<file path="config.mk">
export PLATFORM = sky130hd
export DESIGN_NAME = mpmc_top
export DESIGN_NICKNAME = d
export VERILOG_FILES = /design/src/rtl/mpmc_pkg.sv /design/src/rtl/mpmc_result_mem.sv /design/src/rtl/mpmc_top.sv
export SDC_FILE = /design/constraint.sdc
export NUM_CORES = 2
export LEC_CHECK = 0
export BUFFER_PORTS_ARGS = -buffer_cell sky130_fd_sc_hd__buf_4
export CAP_MARGIN = 20
export CORE_ASPECT_RATIO = 1.2
export CORE_MARGIN = 8
export CORE_UTILIZATION = 30
export DETAILED_ROUTE_END_ITERATION = 12
export PLACE_DENSITY = 0.46
export SETUP_SLACK_MARGIN = 0.1
export SYNTH_ARGS = -nofsm -noshare
export SYNTH_HDL_FRONTEND = slang
export SYNTH_SLANG_ARGS = --single-unit
</file>
<file path="constraint.sdc">
create_clock -name pclk -period 5.36 [get_ports pclk]
set_clock_uncertainty 0.1 [all_clocks]
set_input_delay 1.608 -clock pclk [delete_from_list [all_inputs] [get_ports pclk]]
set_output_delay 1.608 -clock pclk [all_outputs]
set_load 0.01 [all_outputs]
</file>
<file path="src/rtl/mpmc_pkg.sv">
package mpmc_pkg;
   localparam int NPORT = 20;
   localparam int DAC_W = 12;
   localparam int CFG_W = 16;
   // configuration word layout
   localparam int MODE_POS = 12;
   localparam int MODE_W = 4;
   localparam int FLAG_POS = 11;
   localparam int RANGE_POS = 8;
   localparam int RANGE_W = 3;
   localparam int AVG_POS = 5;
   localparam int AVG_W = 3;
   localparam int ASSOC_POS = 0;
   localparam int ASSOC_W = 5;
   localparam logic [3:0] MODE_GPO = 4'h3;
   localparam logic [3:0] MODE_COPY = 4'h4;
   localparam logic [3:0] MODE_DAC = 4'h5;
   localparam logic [3:0] MODE_DACMON = 4'h6;
   localparam logic [3:0] MODE_SE = 4'h7;
   localparam logic [3:0] MODE_DIFF = 4'h8;
   localparam logic [2:0] RANGE_OUT_A = 3'h1;
   localparam logic [2:0] RANGE_OUT_B = 3'h2;
   localparam logic [2:0] RANGE_OUT_C = 3'h3;
   localparam logic [2:0] RANGE_LOW_A = 3'h4;
   localparam logic [2:0] RANGE_LOW_B = 3'h6;
   // address map: paddr[11:7] selects a region, paddr[6:2] the word
   localparam logic [4:0] REGION_CFG = 5'h00;
   localparam logic [4:0] REGION_MISC = 5'h01;
   localparam logic [4:0] REGION_DAC = 5'h02;
   localparam logic [4:0] REGION_RES = 5'h04;
   localparam logic [4:0] IDX_OUT = 5'h00;
   localparam logic [4:0] IDX_IN = 5'h01;
   localparam logic [4:0] IDX_STAT = 5'h02;
   localparam logic [15:0] CFG_RST = 16'h0000;
   localparam logic [11:0] DAC_RST = 12'h000;
   localparam logic [11:0] CLIP_LO_DEF = 12'h000;
   localparam logic [11:0] CLIP_HI_DEF = 12'h7ff;
   // timing
   localparam int CLK_NS = 100;
   localparam int SETTLE_NS = 1000000;
   localparam int SETTLE_CYC = (SETTLE_NS + CLK_NS - 1) / CLK_NS;
   typedef enum logic [1:0] {
      ST_SCAN = 2'b01,
      ST_WAIT = 2'b10
   } mpmc_state_t;
endpackage : mpmc_pkg

</file>
<file path="src/rtl/mpmc_result_mem.sv">
module mpmc_result_mem #(
   parameter int DEPTH = 20,
   parameter int WIDTH = 12,
   parameter int AW = 5
) (
   input wire logic pclk,
   input wire logic presetn,
   input wire logic wr_en,
   input wire logic [AW-1:0] wr_addr,
   input wire logic [WIDTH-1:0] wr_data,
   input wire logic [AW-1:0] rd_addr,
   output logic [WIDTH-1:0] rd_data_ff
);
   logic [WIDTH-1:0] mem_ff [0:DEPTH-1];

   always_ff @(posedge pclk or negedge presetn) begin
      if (!presetn) begin
         for (int i = 0; i < DEPTH; i++) begin
            mem_ff[i] <= '0;
         end
      end else if (wr_en && (wr_addr < AW'(DEPTH))) begin
         mem_ff[wr_addr] <= wr_data;
      end
   end

   // out-of-range reads give zero rather than an undefined word
   always_ff @(posedge pclk or negedge presetn) begin
      if (!presetn) begin
         rd_data_ff <= '0;
      end else begin
         rd_data_ff <= (rd_addr < AW'(DEPTH)) ? mem_ff[rd_addr] : '0;
      end
   end
endmodule : mpmc_result_mem

</file>
<file path="src/rtl/mpmc_top.sv">
module mpmc_top #(
   parameter int NP = mpmc_pkg::NPORT,
   parameter int SETTLE_CYC = mpmc_pkg::SETTLE_CYC,
   parameter logic [11:0] CLIP_LO = mpmc_pkg::CLIP_LO_DEF,
   parameter logic [11:0] CLIP_HI = mpmc_pkg::CLIP_HI_DEF
) (
   input wire logic pclk,
   input wire logic presetn,
   input wire logic psel,
   input wire logic penable,
   input wire logic pwrite,
   input wire logic [11:0] paddr,
   input wire logic [31:0] pwdata,
   output logic [31:0] prdata,
   output logic pready,
   output logic pslverr,
   input wire logic [NP-1:0] port_in,
   output logic [NP-1:0] pin_out,
   output logic [NP-1:0] pin_oe,
   output logic [NP-1:0] dac_en,
   output logic [NP*12-1:0] dac_level,
   output logic adc_start,
   output logic [4:0] adc_pos,
   output logic [4:0] adc_neg,
   output logic adc_diff,
   output logic [2:0] adc_range,
   output logic adc_ref,
   output logic [2:0] adc_avg,
   input wire logic adc_done,
   input wire logic [11:0] adc_result
);
   // ==========================================================
   // apb slave
   logic pready_ff;
   logic pslverr_ff;
   logic [31:0] prdata_ff;
   logic [15:0] cfg_ff [0:NP-1];
   logic [11:0] dac_ff [0:NP-1];
   logic [NP-1:0] out_bits_ff;
   logic [15:0] settle_ff;
   logic [11:0] mem_rdata;
   mpmc_pkg::mpmc_state_t st_ff;
   logic [4:0] scan_ff;

   wire acc = psel & penable;
   wire fire = acc & pready_ff;
   wire [4:0] region = paddr[11:7];
   wire [4:0] idx = paddr[6:2];
   wire aligned = (paddr[1:0] == 2'h0);
   wire idx_ok = (idx < 5'(NP));
   wire hit_cfg = aligned & idx_ok & (region == mpmc_pkg::REGION_CFG);
   wire hit_dac = aligned & idx_ok & (region == mpmc_pkg::REGION_DAC);
   wire hit_res = aligned & idx_ok & (region == mpmc_pkg::REGION_RES);
   wire misc = aligned & (region == mpmc_pkg::REGION_MISC);
   wire hit_out = misc & (idx == mpmc_pkg::IDX_OUT);
   wire hit_in = misc & (idx == mpmc_pkg::IDX_IN);
   wire hit_stat = misc & (idx == mpmc_pkg::IDX_STAT);
   wire mapped = hit_cfg | hit_dac | hit_res | hit_out | hit_in | hit_stat;
   wire read_only = hit_res | hit_in | hit_stat;
   wire bad = !mapped | (pwrite & read_only);
   wire wr_ok = fire & pwrite & !bad;
   wire wr_cfg = wr_ok & hit_cfg;
   wire wr_dac = wr_ok & hit_dac;
   wire wr_out = wr_ok & hit_out;
   wire settling = (settle_ff != 16'h0000);
   wire [31:0] stat_word = {25'h0000000, scan_ff, (st_ff == mpmc_pkg::ST_WAIT), settling};
   wire [31:0] rd_word = hit_cfg ? 32'(cfg_ff[idx]) :
                         hit_dac ? 32'(dac_ff[idx]) :
                         hit_res ? 32'(mem_rdata) :
                         hit_out ? 32'(out_bits_ff) :
                         hit_in ? 32'(port_in) :
                         hit_stat ? stat_word : 32'h00000000;

   // one wait state: the result memory needs the setup cycle to present its word
   always_ff @(posedge pclk or negedge presetn) begin
      if (!presetn) begin
         pready_ff <= 1'b0;
         pslverr_ff <= 1'b0;
         prdata_ff <= 32'h00000000;
      end else begin
         pready_ff <= acc & !pready_ff;
         if (acc && !pready_ff) begin
            pslverr_ff <= bad;
            prdata_ff <= pwrite ? 32'h00000000 : rd_word;
         end
      end
   end

   assign pready = pready_ff;
   assign pslverr = pslverr_ff;
   assign prdata = prdata_ff;

   // ==========================================================
   // per-port registers
   always_ff @(posedge pclk or negedge presetn) begin
      if (!presetn) begin
         for (int i = 0; i < NP; i++) begin
            cfg_ff[i] <= mpmc_pkg::CFG_RST;
            dac_ff[i] <= mpmc_pkg::DAC_RST;
         end
         out_bits_ff <= '0;
      end else begin
         for (int i = 0; i < NP; i++) begin
            if (wr_cfg && (idx == 5'(i))) begin
               cfg_ff[i] <= pwdata[15:0];
            end
            if (wr_dac && (idx == 5'(i))) begin
               dac_ff[i] <= pwdata[11:0];
            end
         end
         if (wr_out) begin
            out_bits_ff <= pwdata[NP-1:0];
         end
      end
   end

   // settle window after a converter write, shown in status
   always_ff @(posedge pclk or negedge presetn) begin
      if (!presetn) begin
         settle_ff <= 16'h0000;
      end else if (wr_dac) begin
         settle_ff <= 16'(SETTLE_CYC);
      end else if (settling) begin
         settle_ff <= settle_ff - 16'h0001;
      end
   end

   // ==========================================================
   // port function selection
   wire [NP-1:0] nxt_out;
   wire [NP-1:0] nxt_oe;
   wire [NP-1:0] nxt_en;
   wire [NP*12-1:0] nxt_level;
   logic [NP-1:0] pin_out_ff;
   logic [NP-1:0] pin_oe_ff;
   logic [NP-1:0] dac_en_ff;
   logic [NP*12-1:0] dac_level_ff;

   for (genvar g = 0; g < NP; g++) begin : g_port
      // mode code from bits 15:12 of this port's word
      wire [3:0] mode = cfg_ff[g][mpmc_pkg::MODE_POS +: mpmc_pkg::MODE_W];
      wire [2:0] rng = cfg_ff[g][mpmc_pkg::RANGE_POS +: mpmc_pkg::RANGE_W];
      wire [4:0] assoc = cfg_ff[g][mpmc_pkg::ASSOC_POS +: mpmc_pkg::ASSOC_W];
      wire copy_invert = cfg_ff[g][mpmc_pkg::FLAG_POS];
      wire is_gpo = (mode == mpmc_pkg::MODE_GPO);
      wire is_copy = (mode == mpmc_pkg::MODE_COPY);
      wire is_mon = (mode == mpmc_pkg::MODE_DACMON);
      // plain converter output accepts three range codes only
      wire rng_ok = (rng == mpmc_pkg::RANGE_OUT_A) | (rng == mpmc_pkg::RANGE_OUT_B) |
                    (rng == mpmc_pkg::RANGE_OUT_C);
      wire is_dac = (mode == mpmc_pkg::MODE_DAC) & rng_ok;
      wire low_rng = (rng == mpmc_pkg::RANGE_LOW_A) | (rng == mpmc_pkg::RANGE_LOW_B);
      // any number of ports may read the same source pin
      wire src = (assoc < 5'(NP)) ? port_in[assoc] : 1'b0;
      wire [11:0] raw = dac_ff[g];
      // clip keeps the pin inside the 0V..5V window on the low range
      wire [11:0] clipped = (raw > CLIP_HI) ? CLIP_HI : ((raw < CLIP_LO) ? CLIP_LO : raw);
      // output follows its level bit; high level set by converter code
      // optional inversion of the copied value
      assign nxt_out[g] = is_gpo ? out_bits_ff[g] : (is_copy ? (src ^ copy_invert) : 1'b0);
      assign nxt_oe[g] = is_gpo | is_copy;
      // analog drive in the output modes
      assign nxt_en[g] = is_gpo | is_copy | is_dac | is_mon;
      assign nxt_level[g*12 +: 12] = (is_mon && low_rng) ? clipped : raw;
   end

   always_ff @(posedge pclk or negedge presetn) begin
      if (!presetn) begin
         pin_out_ff <= '0;
         pin_oe_ff <= '0;
         dac_en_ff <= '0;
         dac_level_ff <= '0;
      end else begin
         pin_out_ff <= nxt_out;
         pin_oe_ff <= nxt_oe;
         dac_en_ff <= nxt_en;
         dac_level_ff <= nxt_level;
      end
   end

   assign pin_out = pin_out_ff;
   assign pin_oe = pin_oe_ff;
   assign dac_en = dac_en_ff;
   assign dac_level = dac_level_ff;

   // ==========================================================
   // sampling scheduler: round robin over ports in modes 6, 7, 8
   logic adc_start_ff;
   logic [4:0] adc_pos_ff;
   logic [4:0] adc_neg_ff;
   logic adc_diff_ff;
   logic [2:0] adc_range_ff;
   logic adc_ref_ff;
   logic [2:0] adc_avg_ff;

   wire [15:0] scan_cfg = cfg_ff[scan_ff];
   wire [3:0] scan_mode = scan_cfg[mpmc_pkg::MODE_POS +: mpmc_pkg::MODE_W];
   wire scan_diff = (scan_mode == mpmc_pkg::MODE_DIFF);
   // monitored outputs, single-ended inputs and differential inputs are sampled
   wire scan_adc = (scan_mode == mpmc_pkg::MODE_DACMON) | (scan_mode == mpmc_pkg::MODE_SE) | scan_diff;
   wire [4:0] scan_nxt = (scan_ff == 5'(NP - 1)) ? 5'h00 : scan_ff + 5'h01;
   wire res_wr = (st_ff == mpmc_pkg::ST_WAIT) & adc_done;

   always_ff @(posedge pclk or negedge presetn) begin
      if (!presetn) begin
         st_ff <= mpmc_pkg::ST_SCAN;
         scan_ff <= 5'h00;
         adc_start_ff <= 1'b0;
      end else begin
         adc_start_ff <= 1'b0;
         unique case (st_ff)
            mpmc_pkg::ST_SCAN: begin
               if (scan_adc) begin
                  adc_start_ff <= 1'b1;
                  st_ff <= mpmc_pkg::ST_WAIT;
               end else begin
                  scan_ff <= scan_nxt;
               end
            end
            mpmc_pkg::ST_WAIT: begin
               if (adc_done) begin
                  scan_ff <= scan_nxt;
                  st_ff <= mpmc_pkg::ST_SCAN;
               end
            end
         endcase
      end
   end

   // conversion settings are latched with the start pulse and held for the conversion
   always_ff @(posedge pclk or negedge presetn) begin
      if (!presetn) begin
         adc_pos_ff <= 5'h00;
         adc_neg_ff <= 5'h00;
         adc_diff_ff <= 1'b0;
         adc_range_ff <= 3'h0;
         adc_ref_ff <= 1'b0;
         adc_avg_ff <= 3'h0;
      end else if ((st_ff == mpmc_pkg::ST_SCAN) && scan_adc) begin
         adc_pos_ff <= scan_ff;
         // negative input from the associated port
         adc_neg_ff <= scan_diff ? scan_cfg[mpmc_pkg::ASSOC_POS +: mpmc_pkg::ASSOC_W] : 5'h00;
         adc_diff_ff <= scan_diff;
         adc_range_ff <= scan_cfg[mpmc_pkg::RANGE_POS +: mpmc_pkg::RANGE_W];
         adc_ref_ff <= scan_cfg[mpmc_pkg::FLAG_POS];
         adc_avg_ff <= scan_cfg[mpmc_pkg::AVG_POS +: mpmc_pkg::AVG_W];
      end
   end

   assign adc_start = adc_start_ff;
   assign adc_pos = adc_pos_ff;
   assign adc_neg = adc_neg_ff;
   assign adc_diff = adc_diff_ff;
   assign adc_range = adc_range_ff;
   assign adc_ref = adc_ref_ff;
   assign adc_avg = adc_avg_ff;

   // conversion result kept per port for host reads
   mpmc_result_mem #(
      .DEPTH(NP),
      .WIDTH(12),
      .AW(5)
   ) u_res (
      .pclk(pclk),
      .presetn(presetn),
      .wr_en(res_wr),
      .wr_addr(scan_ff),
      .wr_data(adc_result),
      .rd_addr(idx),
      .rd_data_ff(mem_rdata)
   );
endmodule : mpmc_top

</file>
==> impl_results.rst <==
.. list-table::
   :header-rows: 1

   * - Metric
     - Value
   * - Status
     - completed
   * - Mapped Area
     - 57300 um2
   * - Type of element capturing the critical path
     - register
   * - Largest net degree at the start of global routing
     - ~160
   * - Area contributors post-synth
     - sky130_fd_sc_hd__dfrtp_1 52%, sky130_fd_sc_hd__mux4_2 17%, sky130_fd_sc_hd__mux2_2 16%, sky130_fd_sc_hd__nand2b_1 2.5%, sky130_fd_sc_hd__clkbuf_1 1.7%
   * - Starting density of the core
     - between 30% and 40%
   * - Number of different library cells in the post-synthesis netlist
     - between 70 and 80
   * - Slew of the pin with the lowest slew margin
     - about 1.1 ns
   * - Clock Latency Late Sink
     - about 0.8 ns
   * - Tightest slew margin relative to the limit
     - 27.0%
   * - WS Path Type
     - input pin to register
   * - Post-synth EDFFs
     - 0
   * - Worst r2r path cells
     - 8
   * - Routability Congestion
     - 0.875
   * - Peak supply drop
     - 0.000336 V
   * - Final nets
     - 4361
   * - Gate Count Post-Synth
     - 3945
   * - Most common cell type on the critical path
     - sky130_fd_sc_hd__buf_4
   * - Number of antenna violations at the first check in global routing
     - 12
   * - Logic gate share of total power
     - 14.1%
   * - Total power divided by cell area
     - 347 nW/um2
   * - Clock slew seen by the registers of the worst setup and hold paths
     - 0.06 ns
   * - Synth warn
     - 0
   * - Iteration count of the initial detailed-routing pass
     - 6
   * - Yosys top cell by area
     - sky130_fd_sc_hd__dfrtp_1
   * - Global-route wire length before repair
     - between 300 and 400 mm
   * - Part of the total power dissipated in the clock network
     - 42.4%
   * - Hold-fix buffers at CTS
     - 0
   * - Final Worst Setup Slack
     - 1.06 ns
   * - Min Tclk post-route
     - 4.30 ns
   * - Vias/cell
     - 5.42
   * - Top-Level Pins
     - 435
   * - Number of maximum-capacitance violations
     - 0
   * - Fraction of final layout cells with drive strength greater than 1
     - 47.6%
   * - Horizontal die dimension
     - between 400 and 500 um
   * - Sequential Power Share
     - 43.5%
   * - Share of total power consumed by net switching
     - a little over a quarter
   * - Class of the most critical hold timing path
     - register to register
   * - PostCTS Resize Cnt
     - 0
   * - Mean post-synth cell area
     - 14.5 um2
   * - Die Span Y
     - around 490 um
   * - Residual overflow from global routing
     - 0
   * - Ranking of synthesized cells by instance count
     - 1195 x sky130_fd_sc_hd__dfrtp_1, 810 x sky130_fd_sc_hd__mux2_2, 429 x sky130_fd_sc_hd__mux4_2
   * - RSZ-0062 raised after global routing
     - false
   * - Cell internal pwr
     - 17.3 mW
   * - Max clock buf depth
     - 3
   * - Count of cells along the worst hold path
     - 1
   * - Post-CTS repair timing setup buffer count
     - 0
   * - Register area share after synthesis
     - 52.2%
   * - Delay of the slowest critical-path stage
     - 0.75 ns
   * - Maximum fanout along the worst path
     - 17
   * - Total negative setup slack
     - 0 ns
   * - Routed WL per cell
     - 32.5 um
   * - Deepest level of the CTS H-tree
     - 4
   * - Most frequently used cell type in the post-synthesis netlist
     - sky130_fd_sc_hd__dfrtp_1
   * - DR iter-0 viols
     - approximately 3400
   * - Final critical-path share of the clock period
     - approximately four fifths
   * - DRC errors left
     - 0
   * - Half-perimeter wire length after detailed placement
     - 157 mm
   * - I/O Buffers
     - 410
   * - Cell Count Post-Placement
     - 6626
   * - Post-layout instance area
     - 68200 um2
   * - Drt total wl
     - 223 mm
   * - Cell-by-cell trace of the critical path
     - buf_4 > or4b_1 > or3_4 > a211oi_2 > nand2b_1 > buf_4 > nor4_4 > buf_12 > mux2_2
   * - Post-synthesis to final-layout area growth
     - 19.0%
   * - Area of placed instances
     - 63400 um2
   * - Standard cell with the maximum stage delay on the critical path
     - sky130_fd_sc_hd__or4b_1
   * - Sort of element at the start of the critical path
     - input pin
   * - Pre-CTS setup slack
     - 0.286 ns
   * - Library cell used as clock root buffer
     - sky130_fd_sc_hd__clkbuf_16
   * - Slew Limit Fails
     - 0
   * - Clock tree from TritonCTS
     - done
   * - Setup Viol. Count Final
     - 0
   * - Maximum clock frequency
     - 0.233 GHz
   * - Total CTS buffers
     - 137
   * - Std cell rows
     - 176
   * - Data required time of the worst path
     - about 5.9 ns
   * - Total of flip-flops plus latches after synthesis
     - about 1200
   * - Flip-flop cell with the highest count after synthesis
     - sky130_fd_sc_hd__dfrtp_1
   * - Final hold violation count
     - 0
   * - Via count of the first global-routing pass
     - between 30000 and 40000
   * - LEAKAGE
     - 31.9 nW
   * - Post-detailed-route count of antenna-violating nets
     - 0
   * - Power dissipated by switching net loads
     - 6.38 mW
   * - GRT Resource Usage Total
     - about a fifth
   * - TritonCTS sink count
     - 1196
   * - Core area
     - ~190000 um2
   * - Post-Layout Cell Count
     - 6882
   * - Async set-reset flop share out of synthesis
     - 100%
   * - Data arrival at the endpoint of the critical path
     - 4.86 ns
   * - Die outline area
     - 205000 um2
   * - Share of Yosys cell area claimed by the top area cell type
     - 52.2%
   * - Total vias in the final route
     - 37300
==> cell type report <==
cell class / instances / area [um2]
sequential: 1196 / 29900
clock buffer: 180 / 3870
inverter: 50 / 188
clock inverter: 67 / 938
fill: 18500 / 122000
antenna: 9 / 22.5
tap: 2492 / 3120
timing repair buffer: 558 / 4470
multi-input combinational: 2330 / 25700
==> state kept, by name (all words and copies together), names as in the netlist, 12 cells and up <==
register and count:
cfg_ff 320, u_res.mem_ff 240, pin_out 20, out_bits_ff 20
g_port.raw 240, dac_level 240, prdata 20, pin_oe 20
dac_en 20, settle_ff 16, u_res.rd_data_ff 12
==> through the flow <==
| stage | total power, mW | hold slack, ns | utilization (%) |
|---|---|---|---|
| floorplan | 12.5 | 0.346 | - |
| global placement | 13.7 | 0.367 | 33.2 |
| detailed placement | 13.8 | 0.371 | 33.3 |
| CTS | 24.0 | 0.379 | 35.8 |
| global route | 24.6 | 0.405 | 35.8 |
| finish | 23.7 | 0.380 | 35.8 |
==> layout by cell type (no fill, tap or decap), drive strengths merged, types with 14 or more instances in the layout <==
cell type  count
a21oi         78
a22o          26
a22oi         16
a31oi         37
buf          558
bufinv        17
clkbuf       180
clkinv        43
dfrtp       1195
inv           52
mux2         821
mux2i         36
mux4         429
nand2        138
nand2b       225
nand3         26
nand3b        26
nand4         28
nor2         100
nor2b         23
nor3          14
nor4bb        19
o21ai         61
o31ai         22
o32ai         21
or3           17
or3b          20
xor2          24
==> critical path: cells and delay by family <==
family / cells / cell delay (ns)
and+or+nand+nor: 4 / 1.85
buffers and inverters: 3 / 0.67
muxes: 1 / 0.35
AOI/OAI and AO/OA: 1 / 0.33
==> layer usage <==
| metal | GRT usage [%] | vias to the layer above | part of all wire (%) |
|---|---|---|---|
| li1 | - | 15400 | - |
| met5 | 0 | - | 0 |
| met3 | 3.65 | 351 | 5.0 |
| met2 | 34.7 | 1365 | 48 |
| met4 | 9.96 | 0 | 5.6 |
| met1 | 27.8 | 20200 | 42 |
==> power by group through the flow <==
| stage | registers (mW) | logic, mW | clock network, mW |
|---|---|---|---|
| floorplan | 10.2 | 2.26 | 0 |
| global placement | 10.4 | 3.32 | 0 |
| detailed placement | 10.5 | 3.37 | 0 |
| CTS | 10.3 | 3.37 | 10.3 |
| global route | 10.4 | 3.54 | 10.7 |
| finish | 10.3 | 3.34 | 10.0 |
==> final timing paths <==
check | startpoint | end | slack, ns
max | paddr[8] | cfg_ff[64]$_DFFE_PN0P_ | 1.06
max reg2reg | scan_ff[1]$_DFFE_PN0P_ | scan_ff[1]$_DFFE_PN0P_ | 1.45
max in group asynchronous | presetn | u_res.mem_ff[63]$_DFFE_PN0P_ | 3.00
min in group asynchronous | presetn | g_port[0].raw[4]$_DFFE_PN0P_ | 0.63
min | g_port[9].raw[2]$_DFFE_PN0P_ | dac_level[110]$_DFF_PN0_ | 0.38
min reg2reg | g_port[9].raw[2]$_DFFE_PN0P_ | dac_level[110]$_DFF_PN0_ | 0.38
==> kinds of logic after synthesis <==
logic type / share of synthesized area [%]
mux: 33.7
fa+ha+maj: 0.131
xor+xnor: 0.458
buf+inv: 3.12
compound gates: 3.81
flops: 52.2
simple gates: 6.60
other cells: 0.00654
Power figures use the tool's default switching activity.
